===== src/hw/fie_pkg.sv =====
// package: offsets, field positions, reset values and codes of the error handler
package fie_pkg;

  // ---------------------------------------------------------------
  // register byte offsets on the apb bus
  // ---------------------------------------------------------------
  localparam logic [7:0] OFF_PRIMARY_STATUS = 8'h00;
  localparam logic [7:0] OFF_SECONDARY_STATUS = 8'h04;
  localparam logic [7:0] OFF_INTERNAL_ERROR = 8'h08;
  localparam logic [7:0] OFF_INT_MASK = 8'h0c;
  localparam logic [7:0] OFF_CONTROL = 8'h10;
  localparam logic [7:0] OFF_RING_STATE = 8'h14;
  localparam logic [7:0] OFF_FUNCTION_CONTROL = 8'h18;
  localparam logic [7:0] OFF_COMMAND_WORD = 8'h1c;
  localparam logic [7:0] OFF_COMMAND_EXTENSION = 8'h20;
  localparam logic [7:0] OFF_INDICATION = 8'h24;

  // ---------------------------------------------------------------
  // primary status register fields
  // ---------------------------------------------------------------
  localparam int SR1_RING_ERROR = 0;
  localparam int SR1_RING_NOT_READY = 1;
  localparam int SR1_HOST_PARITY = 2;
  localparam int SR1_OPERATION_ERROR = 3;
  localparam int SR1_OVERRUN_R4 = 4;
  localparam int SR1_OVERRUN_R5 = 5;
  localparam int SR1_W = 6;

  // ---------------------------------------------------------------
  // internal error register fields
  // ---------------------------------------------------------------
  localparam int IER_RX_TIMEOUT = 0;
  localparam int IER_TX_TIMEOUT = 1;
  localparam int IER_TX_PATH_PAR = 2;
  localparam int IER_MAC_HANDSHAKE = 3;
  localparam int IER_MEM_OVERRUN = 4;
  localparam int IER_PORT_A_PAR = 5;
  localparam int IER_PORT_B_PAR = 6;
  localparam int IER_W = 7;

  // ---------------------------------------------------------------
  // control register fields and reset value
  // ---------------------------------------------------------------
  localparam int CTL_TX_ENABLE = 0;
  localparam int CTL_RX4_ENABLE = 1;
  localparam int CTL_RX5_ENABLE = 2;
  localparam int CTL_HOST_PAR_EN = 3;
  localparam int CTL_RX_ALL = 4;
  localparam int CTL_W = 5;
  localparam logic [4:0] CTL_RESET = 5'h00;

  // function control write bits, mask width (sr1 bits plus one for sr2)
  localparam int FCR_RING_READY = 0;
  localparam int FCR_REDEFINE = 1;
  localparam int IMR_W = 7;

  // port error codes: none, and three that name a parity error
  localparam logic [2:0] PER_NONE = 3'h0;
  localparam logic [2:0] PER_PAR_A = 3'h2;
  localparam logic [2:0] PER_PAR_B = 3'h6;
  localparam logic [2:0] PER_PAR_C = 3'h7;

  typedef enum logic [1:0] {RING_STOPPED, RING_READY, RING_EMPTY} fie_ring_t;

endpackage


===== src/hw/fie_pin_sync.sv =====
// three-stage synchroniser for pin inputs with second/third stage agreement
`timescale 1ns/1ps
`default_nettype none
module fie_pin_sync #(
  parameter int W = 2
) (
  input wire logic clk_i,
  input wire logic rstn_i,
  input wire logic [W-1:0] pin_i,
  output logic [W-1:0] level_o
);

  logic [W-1:0] s1_q;
  logic [W-1:0] s2_q;
  logic [W-1:0] s3_q;

  // ---------------------------------------------------------------
  // shift chain; first stage feeds only the second
  // ---------------------------------------------------------------
  always_ff @(posedge clk_i) begin
    if (!rstn_i) begin
      s1_q <= '0;
      s2_q <= '0;
      s3_q <= '0;
    end else begin
      s1_q <= pin_i;
      s2_q <= s1_q;
      s3_q <= s2_q;
    end
  end

  // a change counts only once two stages agree, filtering one-cycle glitches
  always_ff @(posedge clk_i) begin
    if (!rstn_i) begin
      level_o <= '0;
    end else begin
      for (int i = 0; i < W; i++) begin
        if (s2_q[i] == s3_q[i]) begin
          level_o[i] <= s3_q[i];
        end
      end
    end
  end

endmodule // fie_pin_sync
`default_nettype wire


===== src/hw/fie_error_handler.sv =====
// error handler: flags, ring state, aborts and indications, apb registers
//
// The APB slave port and the register addresses were chosen for this implementation.
`timescale 1ns/1ps
`default_nettype none
// Overview of operation
// - rx controller timeout: flag, disable rings, abort
// - tx controller timeout: flag, abort frame, disable
// - tx memory parity: flag, abort frame, disable
// - handshake error: flag, rx abort, resync next
// - memory overrun sets flag until cleared
// - port a/b receive parity flags
// - tx port parity: stop, mark, abort, indicate
// - descriptor parity: stop, discard
// - descriptor parity: ring empty, status bits set
// - status bits cleared by writing ones
// - host write with bad parity ignored
// - bad extension parity discards held command
// - ring parity bit cleared by ready/redefine
// - ring operation bit set, cleared likewise
// - operation error summary sticky until cleared
// - ring overrun bits sticky until cleared
// - ring error set by three causes
// - destination ring error on parity/operation
// - receive error indication on listed causes
// - underrun aborts only current frame
// - mac abort gives abort without others
// - parity codes reported in indications
// - transfer error bit set on port error
module fie_error_handler (
  input wire logic clk_i,
  input wire logic rstn_i,
  input wire logic psel_i,
  input wire logic penable_i,
  input wire logic pwrite_i,
  input wire logic [7:0] paddr_i,
  input wire logic [31:0] pwdata_i,
  input wire logic pwpar_i,
  output logic [31:0] prdata_o,
  output logic pready_o,
  output logic pslverr_o,
  input wire logic rx_ctrl_timeout_i,
  input wire logic tx_ctrl_timeout_i,
  input wire logic tx_mem_parity_i,
  input wire logic mac_handshake_err_i,
  input wire logic mem_overrun_i,
  input wire logic port_a_rx_par_i,
  input wire logic port_b_rx_par_i,
  input wire logic tx_frame_start_i,
  input wire logic tx_frame_done_i,
  input wire logic tx_port_par_i,
  input wire logic [2:0] tx_per_i,
  input wire logic tx_underrun_i,
  input wire logic transmit_abort_signal_i,
  input wire logic mac_rx_frame_pin_i,
  input wire logic desc_par_i,
  input wire logic port_operation_error_i,
  input wire logic first_last_err_i,
  input wire logic dest_ring_par_i,
  input wire logic dest_ring_poe_i,
  input wire logic ring4_overrun_i,
  input wire logic ring5_overrun_i,
  input wire logic rx_bad_frame_i,
  input wire logic rx_frag_over_wm_i,
  input wire logic xfer_done_i,
  input wire logic [2:0] xfer_per_i,
  output logic receive_abort_signal_o,
  output logic tx_abort_o,
  output logic tx_load_stop_o,
  output logic error_frame_o,
  output logic desc_discard_o,
  output logic rx_resync_wait_o,
  output logic transmit_enable_bit_o,
  output logic ring_four_rx_enable_o,
  output logic ring_five_rx_enable_o,
  output logic cmd_exec_o,
  output logic [31:0] cmd_word_o,
  output logic tx_ind_valid_o,
  output logic [5:0] tx_ind_o,
  output logic xfer_ind_valid_o,
  output logic [3:0] xfer_ind_o,
  output logic rx_err_ind_o,
  output logic irq_o
);

  // ---------------------------------------------------------------
  // declarations
  // ---------------------------------------------------------------
  logic [fie_pkg::SR1_W-1:0] primary_status_reg_q;
  logic dest_ring_error_flag_q;
  logic [fie_pkg::IER_W-1:0] internal_error_reg_q;
  logic [fie_pkg::IMR_W-1:0] imr_q;
  logic [fie_pkg::CTL_W-1:0] ctl_q;
  logic ring_par_q;
  logic ring_oer_q;
  fie_pkg::fie_ring_t ring_q;
  logic tx_active_q;
  logic hs_lost_q;
  logic cmd_pend_q;
  logic [1:0] pin_lvl;
  logic mac_abort_q;
  logic mac_frame_q;
  logic acc;
  logic wr;
  logic par_ok;
  logic hwr;
  logic mapped;
  logic tx_abort_ev;
  logic rx_abort_ev;
  logic desc_err;
  logic [fie_pkg::IER_W-1:0] ier_set;
  logic [fie_pkg::SR1_W-1:0] sr1_set;
  logic [31:0] rdata;

  // true when the bus address selects the given register
  function automatic logic hit(input logic [7:0] a, input logic [7:0] off);
    return a == off;
  endfunction

  // ---------------------------------------------------------------
  // pin inputs from the mac
  // ---------------------------------------------------------------
  fie_pin_sync #(.W(2)) u_sync (
    .clk_i(clk_i),
    .rstn_i(rstn_i),
    .pin_i({mac_rx_frame_pin_i, transmit_abort_signal_i}),
    .level_o(pin_lvl)
  );

  // rising edges of the filtered levels
  always_ff @(posedge clk_i) begin
    if (!rstn_i) begin
      mac_abort_q <= 1'b0;
      mac_frame_q <= 1'b0;
    end else begin
      mac_abort_q <= pin_lvl[0];
      mac_frame_q <= pin_lvl[1];
    end
  end

  // ---------------------------------------------------------------
  // apb slave: one wait state, write at the edge pready is seen
  // ---------------------------------------------------------------
  assign acc = psel_i & penable_i & pready_o;
  assign wr = acc & pwrite_i;
  assign par_ok = !ctl_q[fie_pkg::CTL_HOST_PAR_EN] || (^pwdata_i == pwpar_i);
  assign hwr = wr & par_ok;
  assign mapped = hit(paddr_i, fie_pkg::OFF_PRIMARY_STATUS) |
    hit(paddr_i, fie_pkg::OFF_SECONDARY_STATUS) |
    hit(paddr_i, fie_pkg::OFF_INTERNAL_ERROR) |
    hit(paddr_i, fie_pkg::OFF_INT_MASK) |
    hit(paddr_i, fie_pkg::OFF_CONTROL) |
    hit(paddr_i, fie_pkg::OFF_RING_STATE) |
    hit(paddr_i, fie_pkg::OFF_FUNCTION_CONTROL) |
    hit(paddr_i, fie_pkg::OFF_COMMAND_WORD) |
    hit(paddr_i, fie_pkg::OFF_COMMAND_EXTENSION) |
    hit(paddr_i, fie_pkg::OFF_INDICATION);

  // read mux; unmapped and write-only offsets read as zero
  always_comb begin
    rdata = 32'h0;
    unique case (1'b1)
      hit(paddr_i, fie_pkg::OFF_PRIMARY_STATUS):
        rdata[5:0] = primary_status_reg_q;
      hit(paddr_i, fie_pkg::OFF_SECONDARY_STATUS):
        rdata[0] = dest_ring_error_flag_q;
      hit(paddr_i, fie_pkg::OFF_INTERNAL_ERROR):
        rdata[6:0] = internal_error_reg_q;
      hit(paddr_i, fie_pkg::OFF_INT_MASK): rdata[6:0] = imr_q;
      hit(paddr_i, fie_pkg::OFF_CONTROL): rdata[4:0] = ctl_q;
      hit(paddr_i, fie_pkg::OFF_RING_STATE):
        rdata[3:0] = {ring_q, ring_oer_q, ring_par_q};
      hit(paddr_i, fie_pkg::OFF_COMMAND_WORD): rdata = cmd_word_o;
      hit(paddr_i, fie_pkg::OFF_INDICATION):
        rdata[9:0] = {xfer_ind_o, tx_ind_o};
      default: rdata = 32'h0;
    endcase
  end

  // answer a cycle into the access phase; data and error stand with pready
  always_ff @(posedge clk_i) begin
    if (!rstn_i) begin
      pready_o <= 1'b0;
      prdata_o <= 32'h0;
      pslverr_o <= 1'b0;
    end else begin
      pready_o <= psel_i & penable_i & !pready_o;
      prdata_o <= (psel_i & penable_i & !pready_o & !pwrite_i) ? rdata : 32'h0;
      pslverr_o <= psel_i & penable_i & !pready_o & !mapped;
    end
  end

  // ---------------------------------------------------------------
  // event decode
  // ---------------------------------------------------------------
  assign tx_abort_ev = tx_active_q & (tx_ctrl_timeout_i | tx_mem_parity_i |
    tx_port_par_i | tx_underrun_i | (pin_lvl[0] & !mac_abort_q));
  assign rx_abort_ev = rx_ctrl_timeout_i | mac_handshake_err_i;
  assign desc_err = desc_par_i | port_operation_error_i | first_last_err_i;
  assign ier_set = {port_b_rx_par_i, port_a_rx_par_i, mem_overrun_i,
    mac_handshake_err_i, tx_mem_parity_i, tx_ctrl_timeout_i,
    rx_ctrl_timeout_i};
  assign sr1_set = {ring5_overrun_i, ring4_overrun_i, |ier_set,
    wr & !par_ok, desc_err, desc_err};

  // ---------------------------------------------------------------
  // status registers: write one to clear, a new event wins the clash
  // ---------------------------------------------------------------
  always_ff @(posedge clk_i) begin
    if (!rstn_i) begin
      primary_status_reg_q <= '0;
      dest_ring_error_flag_q <= 1'b0;
      internal_error_reg_q <= '0;
    end else begin
      primary_status_reg_q <= (primary_status_reg_q &
        ~((hwr && hit(paddr_i, fie_pkg::OFF_PRIMARY_STATUS)) ?
        pwdata_i[5:0] : 6'h00)) | sr1_set;
      dest_ring_error_flag_q <= (dest_ring_error_flag_q &
        !(hwr && hit(paddr_i, fie_pkg::OFF_SECONDARY_STATUS) && pwdata_i[0]))
        | dest_ring_par_i | dest_ring_poe_i;
      internal_error_reg_q <= (internal_error_reg_q &
        ~((hwr && hit(paddr_i, fie_pkg::OFF_INTERNAL_ERROR)) ?
        pwdata_i[6:0] : 7'h00)) | ier_set;
    end
  end

  // mask and control; hardware disables override a same-cycle write
  always_ff @(posedge clk_i) begin
    if (!rstn_i) begin
      imr_q <= '0;
      ctl_q <= fie_pkg::CTL_RESET;
    end else begin
      if (hwr && hit(paddr_i, fie_pkg::OFF_INT_MASK)) begin
        imr_q <= pwdata_i[6:0];
      end
      if (hwr && hit(paddr_i, fie_pkg::OFF_CONTROL)) begin
        ctl_q <= pwdata_i[4:0];
      end
      if (tx_ctrl_timeout_i || tx_mem_parity_i) begin
        ctl_q[fie_pkg::CTL_TX_ENABLE] <= 1'b0;
      end
      if (rx_ctrl_timeout_i) begin
        ctl_q[fie_pkg::CTL_RX4_ENABLE] <= 1'b0;
        ctl_q[fie_pkg::CTL_RX5_ENABLE] <= 1'b0;
      end
    end
  end

  // ---------------------------------------------------------------
  // ring state and its error bits
  // ---------------------------------------------------------------
  always_ff @(posedge clk_i) begin
    if (!rstn_i) begin
      ring_q <= fie_pkg::RING_STOPPED;
      ring_par_q <= 1'b0;
      ring_oer_q <= 1'b0;
    end else begin
      if (desc_err) begin
        ring_q <= fie_pkg::RING_EMPTY;
      end else if (hwr && hit(paddr_i, fie_pkg::OFF_FUNCTION_CONTROL)) begin
        if (pwdata_i[fie_pkg::FCR_REDEFINE]) begin
          ring_q <= fie_pkg::RING_STOPPED;
        end else if (pwdata_i[fie_pkg::FCR_RING_READY]) begin
          ring_q <= fie_pkg::RING_READY;
        end
      end
      // clear on ready or redefine, but a fresh error still lands
      if (hwr && hit(paddr_i, fie_pkg::OFF_FUNCTION_CONTROL) &&
          |pwdata_i[1:0]) begin
        ring_par_q <= desc_par_i;
        ring_oer_q <= port_operation_error_i | first_last_err_i;
      end else begin
        ring_par_q <= ring_par_q | desc_par_i;
        ring_oer_q <= ring_oer_q | port_operation_error_i |
          first_last_err_i;
      end
    end
  end

  // ---------------------------------------------------------------
  // command word held until the extension register releases it
  // ---------------------------------------------------------------
  always_ff @(posedge clk_i) begin
    if (!rstn_i) begin
      cmd_word_o <= 32'h0;
      cmd_pend_q <= 1'b0;
      cmd_exec_o <= 1'b0;
    end else begin
      cmd_exec_o <= 1'b0;
      if (hwr && hit(paddr_i, fie_pkg::OFF_COMMAND_WORD)) begin
        cmd_word_o <= pwdata_i;
        cmd_pend_q <= 1'b1;
      end else if (wr && hit(paddr_i, fie_pkg::OFF_COMMAND_EXTENSION)) begin
        cmd_pend_q <= 1'b0;
        cmd_exec_o <= cmd_pend_q & par_ok;
      end
    end
  end

  // ---------------------------------------------------------------
  // transmit side: frame tracking, abort and indication
  // ---------------------------------------------------------------
  always_ff @(posedge clk_i) begin
    if (!rstn_i) begin
      tx_active_q <= 1'b0;
      tx_abort_o <= 1'b0;
      tx_load_stop_o <= 1'b0;
      error_frame_o <= 1'b0;
      tx_ind_valid_o <= 1'b0;
      tx_ind_o <= 6'h00;
    end else begin
      tx_abort_o <= tx_abort_ev;
      tx_load_stop_o <= tx_port_par_i;
      error_frame_o <= tx_port_par_i;
      tx_ind_valid_o <= tx_abort_ev | (tx_active_q & tx_frame_done_i);
      if (tx_abort_ev) begin
        tx_active_q <= 1'b0;
        // {per, pe, un, ab}; mac abort alone leaves un and pe at zero
        tx_ind_o <= {tx_port_par_i ? tx_per_i : fie_pkg::PER_NONE,
          tx_port_par_i | tx_mem_parity_i, tx_underrun_i, 1'b1};
      end else if (tx_active_q && tx_frame_done_i) begin
        tx_active_q <= 1'b0;
        tx_ind_o <= 6'h00;
      end else if (tx_frame_start_i) begin
        tx_active_q <= 1'b1;
      end
    end
  end

  // ---------------------------------------------------------------
  // receive side, descriptor reaction, transfer indication, interrupt
  // ---------------------------------------------------------------
  always_ff @(posedge clk_i) begin
    if (!rstn_i) begin
      receive_abort_signal_o <= 1'b0;
      hs_lost_q <= 1'b0;
      rx_err_ind_o <= 1'b0;
      desc_discard_o <= 1'b0;
      xfer_ind_valid_o <= 1'b0;
      xfer_ind_o <= 4'h0;
      irq_o <= 1'b0;
    end else begin
      receive_abort_signal_o <= rx_abort_ev;
      // no host help: the next frame from the mac ends the wait
      if (mac_handshake_err_i) begin
        hs_lost_q <= 1'b1;
      end else if (pin_lvl[1] && !mac_frame_q) begin
        hs_lost_q <= 1'b0;
      end
      rx_err_ind_o <= rx_abort_ev | rx_frag_over_wm_i |
        (ctl_q[fie_pkg::CTL_RX_ALL] & rx_bad_frame_i);
      desc_discard_o <= desc_err;
      xfer_ind_valid_o <= xfer_done_i;
      if (xfer_done_i) begin
        xfer_ind_o <= {xfer_per_i, xfer_per_i != fie_pkg::PER_NONE};
      end
      irq_o <= |({dest_ring_error_flag_q, primary_status_reg_q} &
        imr_q);
    end
  end

  assign rx_resync_wait_o = hs_lost_q;
  assign transmit_enable_bit_o = ctl_q[fie_pkg::CTL_TX_ENABLE];
  assign ring_four_rx_enable_o = ctl_q[fie_pkg::CTL_RX4_ENABLE];
  assign ring_five_rx_enable_o = ctl_q[fie_pkg::CTL_RX5_ENABLE];
endmodule // fie_error_handler
`default_nettype wire


===== config.mk =====
export PLATFORM = sky130hd
export DESIGN_NAME = fie_error_handler
export DESIGN_NICKNAME = d
export VERILOG_FILES = /design/src/hw/fie_pkg.sv /design/src/hw/fie_pin_sync.sv /design/src/hw/fie_error_handler.sv
export SDC_FILE = /design/constraint.sdc
export NUM_CORES = 1
export LEC_CHECK = 0
export BUFFER_PORTS_ARGS = -buffer_cell sky130_fd_sc_hd__buf_2
export CORE_ASPECT_RATIO = 0.5
export CORE_UTILIZATION = 35
export DETAILED_ROUTE_END_ITERATION = 16
export PLACE_DENSITY_LB_ADDON = 0.3
export REMOVE_ABC_BUFFERS = 1
export SYNTH_ARGS = -nofsm -noshare
export SYNTH_HDL_FRONTEND = slang
export SYNTH_SLANG_ARGS = --single-unit
export TNS_END_PERCENT = 50

===== constraint.sdc =====
create_clock -name clk_i -period 4.75 [get_ports clk_i]
set_clock_uncertainty 0.1 [all_clocks]
set_input_delay 0.2375 -clock clk_i [delete_from_list [all_inputs] [get_ports clk_i]]
set_output_delay 0.2375 -clock clk_i [all_outputs]
set_load 0.01 [all_outputs]

[Word-level counts from Yosys, hierarchy flattened]
Index checks and enable logic that the tools add are counted.
Storage, ports and cells
  register bits: 128
  bits of input ports: 75
Cells by class
  bitwise logic cells: 49
  mux-type cells: 21
  eq/ne operators: 12
  reduce and logical (&&, ||, !) cells: 43
Operators with widths (number)
  $eq 8x5->1 const B: 4
  $reduce_xor 32->1: 1
  $or 1x1->1: 26
  $pmux 3 s7: 1
  $mux 6: 3
  $eq 8x4->1 const B: 2
  $eq 8x6->1 const B: 2
  $and 1x1->1: 14
  $and 7x7->7: 2
  $reduce_or 7->1: 2
  $logic_and 1x1->1: 12
  $reduce_bool 2->1: 5
  $eq 8x3->1 const B: 1
  $logic_not 1->1: 8
  $logic_not 8->1: 1
  $mux 2: 4
  $pmux 1 s8: 1
  $reduce_or 2->1: 4
  $mux 7: 1
  $not 7->7: 1
  $or 7x7->7: 1
  $and 6x6->6: 1
  $mux 1: 6
  $not 6->6: 1
  13 further kinds: 21

[Logic depth before layout (Yosys ltp)]
  word-level depth: 12
  mapped depth: 10

[Modules after synthesis]
Synthesis repeated with hierarchy kept, for this count alone.
Second synthesis, totals
  cell total of the unflattened synthesis: 544
  area total of the unflattened synthesis: 5185.0 sq um
By module, submodules not included
  fie_error_handler: area an instance 4947.2 sq um, times used 1, cells each 524
  fie_pin_sync: area an instance 237.7 sq um, times used 1, cells each 20

[Worst setup path after synthesis]
No wires, ideal clock.
  kind: input-to-reg
  from: input port pwdata_i[0]
  to: register primary_status_reg_q[3] (netlist name)
  setup slack: 2.494 ns
  data required time: 4.559 ns
  arrival: 2.066 ns
  stages: 10
  cell sequence: inv_1 ha_1 xor2_1 xnor2_1 xnor2_1 xnor2_1 xnor2_2 nand2_1 buf_2 a311oi_1
Between the ends
  cells in the longest elaborated chain, start to end: 9
Ends and longest elaborated chain
  start: declaration: RTL line fie_error_handler.sv:37  | input wire logic [31:0] pwdata_i,
  $reduce_xor 32->1: RTL line fie_error_handler.sv:146  | assign par_ok = !ctl_q[fie_pkg::CTL_HOST_PAR_EN] || (^pwdata_i == pwpar_i);
  $eq 1x1->1: RTL line fie_error_handler.sv:146
  $logic_or 1x1->1: RTL line fie_error_handler.sv:146
  $and 1x1->1: RTL line fie_error_handler.sv:147  | assign hwr = wr & par_ok;
  $logic_and 1x1->1: RTL line fie_error_handler.sv:216  | ~((hwr && hit(paddr_i, fie_pkg::OFF_PRIMARY_STATUS)) ?
  $mux 6: RTL line fie_error_handler.sv:216
  $not 6->6: RTL line fie_error_handler.sv:216
  $and 6x6->6: RTL line fie_error_handler.sv:215  | primary_status_reg_q <= (primary_status_reg_q &
  $or 6x6->6: RTL line fie_error_handler.sv:217  | pwdata_i[5:0] : 6'h00)) | sr1_set;
  end signal: assignment: RTL line fie_error_handler.sv:215
  end: declaration: RTL line fie_error_handler.sv:89  | logic [fie_pkg::SR1_W-1:0] primary_status_reg_q;
No other way between the ends.
A chain may end at the register's enable or synchronous reset.

[Worst setup path after layout]
  from: input port pwdata_i[23]
  to: register cmd_word_o[22]
Between the ends
  cells in the longest elaborated chain, start to end: 5
Ends and longest elaborated chain
  $reduce_xor 32->1: RTL line fie_error_handler.sv:146
  $eq 1x1->1: RTL line fie_error_handler.sv:146
  $logic_or 1x1->1: RTL line fie_error_handler.sv:146
  $and 1x1->1: RTL line fie_error_handler.sv:147
  $logic_and 1x1->1: RTL line fie_error_handler.sv:290  | if (hwr && hit(paddr_i, fie_pkg::OFF_COMMAND_WORD)) begin
  end signal: assignment: RTL line fie_error_handler.sv:291  | cmd_word_o <= pwdata_i;
  end: declaration: RTL line fie_error_handler.sv:77  | output logic [31:0] cmd_word_o,
No other way between the ends.

==> results.json <==
{
  "status": "finished clean",
  "power.density_nw_per_um2": 377.5,
  "post_drt_wl_per_cell_um": 16.34,
  "grt_setup_unrepaired": "false",
  "synth-xor-area-share": 0.05353,
  "io-pin-count": 165,
  "crit_path_start_kind": "primary input",
  "final_common_cell": "buf_2",
  "area_delta_synth_final_pct": 38.19,
  "dp_hpwl_um": 10830,
  "synth_area_leaders": "dfxtp_1 49%, mux2i_1 9.8%, nand2_1 7.4%",
  "synth_cell_types": 47,
  "synth_top_family_by_area": "simple AND/OR/NAND/NOR gates",
  "antenna_found_initial": 0,
  "hold_path_class": "primary input to flop",
  "fmax_mhz": 328.0,
  "fin_crit_sh": 0.6418,
  "vias": 4829,
  "synth_compound_area_frac": 0.1231,
  "synth_top_area_frac": 0.4916,
  "crit_fanout": 20,
  "grt_pass1_vias": 4511,
  "setup_violations": 0,
  "clock_latency_ns": 0.41,
  "path_clk_slew_ns": 0.06,
  "r2r_cells": 5,
  "fp.dieH_um": 88.30,
  "drt_wl_total_um": 15900,
  "multi_input_comb_area_um2": 2477,
  "period_minus_slack_ns": 3.048,
  "whs_path_depth": 3,
  "grt.total_usage": 0.2055,
  "ys_async_sr_fraction": 0,
  "final.setup.tns_ns": 0,
  "hold_start": "ring4_overrun_i",
  "core_area_um2": 14510,
  "synthSimpleGateAreaFrac": 0.1964,
  "vias_per_cell": 4.963,
  "fillerInstances": 1386,
  "power.leakage_nw": 3.095,
  "gp_congestion": 0.8539,
  "r2r_slack_ns": 2.23,
  "synthesis.area_um2": 5212,
  "post_dp_cell_area_um2": 6182,
  "grt_start_max_net_pins": 74,
  "rows": 31,
  "dp_cells": 898,
  "cts-root-buf": "clkbuf_16",
  "pre_cts_ws_ns": 1.604,
  "ys_seq_area_frac": 0.4916,
  "yosys-mux-area-fraction": 0.09794,
  "drc": 0,
  "synth_cells": 564,
  "drt_iter0_markers": 292,
  "worst_slack_ns": 1.702,
  "drive_above_1_share": 0.2687,
  "drv_cap": 0,
  "cts_inserted_buffers": 17,
  "yosys_warnings": 0,
  "maxSlewViolCount": 0,
  "avgSynthCellArea_um2": 9.242,
  "synth_seq_cells": 128,
  "r2r_start": "pready_o",
  "synth_edf_count": 0,
  "yosysTopAreaCell": "dfxtp_1",
  "cts.sinks": 128,
  "drtPass1Iterations": 5,
  "final_cell_mix": "163 x buf_2, 128 x dfxtp_1, 103 x nand2_1, 51 x mux2i_1, 43 x dlygate4sd3_1",
  "seq_area_um2": 2562,
  "nNetsFinal": 838,
  "cp.arrival_ns": 3.29,
  "synth_fa_ha_area_frac": 0.002400,
  "tightest_slew_ns": 1.166,
  "design_area_um2": 7203,
  "slew_headroom": 0.2114,
  "crit_type": "primary input to flop",
  "final_cells": 973,
  "synth_ff_type": "dfxtp_1",
  "cts_tree": "built",
  "fp.dieArea_um2": 15420,
  "worstPathRequired_ns": 4.99,
  "grt-ovfl-total": 0,
  "ant_nets": 0,
  "clockBufferDepth": 2,
  "power_mw": 2.719,
  "post_cts_buffers": 0,
  "r2r-end": "cmd_word_o[22]",
  "finalHoldViolCount": 0,
  "io_buffers": 164,
  "grt_first_pass_wirelength_um": 24070,
  "chipWidth_um": 174.6,
  "peakVddDrop_mv": 0.2028,
  "min_to": "primary_status_reg_q[4]",
  "htreeDepth": 4,
  "initial_core_util": 0.3593,
  "end_kind": "flop"
}
worst max-delay path by stage:
stage                            start              to  depth (start not counted)
final                     pwdata_i[23]  cmd_word_o[22]                         10
after global routing      pwdata_i[23]   cmd_word_o[6]                         10
after CTS                 pwdata_i[23]  cmd_word_o[16]                         10
after detailed placement   pwdata_i[0]  cmd_word_o[16]                         11
after global placement     pwdata_i[0]   cmd_word_o[3]                         11
after floorplan             paddr_i[7]   cmd_word_o[0]                          6
power by group:
group          switching [mW]  leakage (nW)  internal (mW)
Sequential             0.0156          1.04           1.10
Clock                   0.501         0.290          0.801
Combinational           0.174          1.76          0.132
Total                   0.690          3.09           2.03
worst max-delay path, cell delays in order:
cell and delay, ns:
dlygate4sd3_1 0.53, buf_2 0.14, xnor2_1 0.18, xnor2_1 0.12, xnor2_1 0.36, xnor2_1 0.18, xnor2_2 0.26, a21oi_4 0.57
buf_4 0.46, mux2i_1 0.23
state kept, by name, indices dropped and copies added, names as in the netlist, 2 cells and up:
| signal | cells |
|---|---|
| u_sync.s1_q | 2 |
| u_sync.s3_q | 2 |
| ctl_q | 5 |
| cmd_word_o | 32 |
| ring_q | 2 |
| xfer_ind_o | 4 |
| prdata_o | 32 |
| internal_error_reg_q | 7 |
| u_sync.s2_q | 2 |
| primary_status_reg_q | 6 |
| u_sync.level_o | 2 |
| tx_ind_o | 6 |
| imr_q | 7 |
synth_stat cells, types with 2 or more instances:
cell,instances
o21a_1,3
nand2b_1,4
or3_1,5
buf_1,2
nor2_1,31
nand4_1,3
a2111oi_0,2
a41oi_1,9
and3_1,24
dfxtp_1,128
xnor2_1,27
mux2i_1,51
nand2_1,103
a22oi_1,11
a221oi_1,4
a222oi_1,6
o22ai_1,3
xor2_1,3
o21ai_0,22
a31oi_1,5
nand3_1,11
inv_1,6
buf_2,2
a22o_1,3
nor3_1,13
a311oi_1,2
a21oi_2,2
nor2b_1,6
and2_1,11
nor4b_1,2
clkbuf_1,26
buf_6,3
nor4_1,2
a21o_1,2
a21oi_1,15
kinds of logic after synthesis:
family | after synthesis
AOI/OAI and AO/OA | 92
xor gates and xnor gates | 31
adders and majority gates | 1
buffers and inverters | 41
DFF | 128
muxes | 51
and+or+nand+nor | 220
metal layers:
| metal | track usage | vias to the layer above | part of all wire |
|---|---|---|---|
| li1 | - | 2373 | - |
| met5 | 0 | - | 0 |
| met1 | 0.2641 | 2239 | 0.46 |
| met4 | 0.08300 | 0 | 0.017 |
| met3 | 0.04639 | 27 | 0.064 |
| met2 | 0.3405 | 190 | 0.46 |
area by class of cell:
class	instances	area share
flip-flops and latches	128	0.3557
diodes	1	0.0003474
clock inverters	12	0.01876
inverters	7	0.003648
clock buffers	19	0.06288
well taps	198	0.03439
repair buffers	213	0.1803
multi-input cells	395	0.3439
through the flow:
stage	hold WS, ns	util
floorplan	0.2269	-
global placement	0.3162	0.4262
detailed placement	0.3179	0.4262
CTS	0.002374	0.4964
global route	0.01972	0.4964
finish	0.01138	0.4966
timing repair:
item / in CTS / in global routing
hold endpoints to repair: 41 / 0
endpoints found under the setup margin: 0 / 0
hold buffers: 43 / 0
gates resized for setup: 0 / 0
Power figures use the tool's default switching activity.
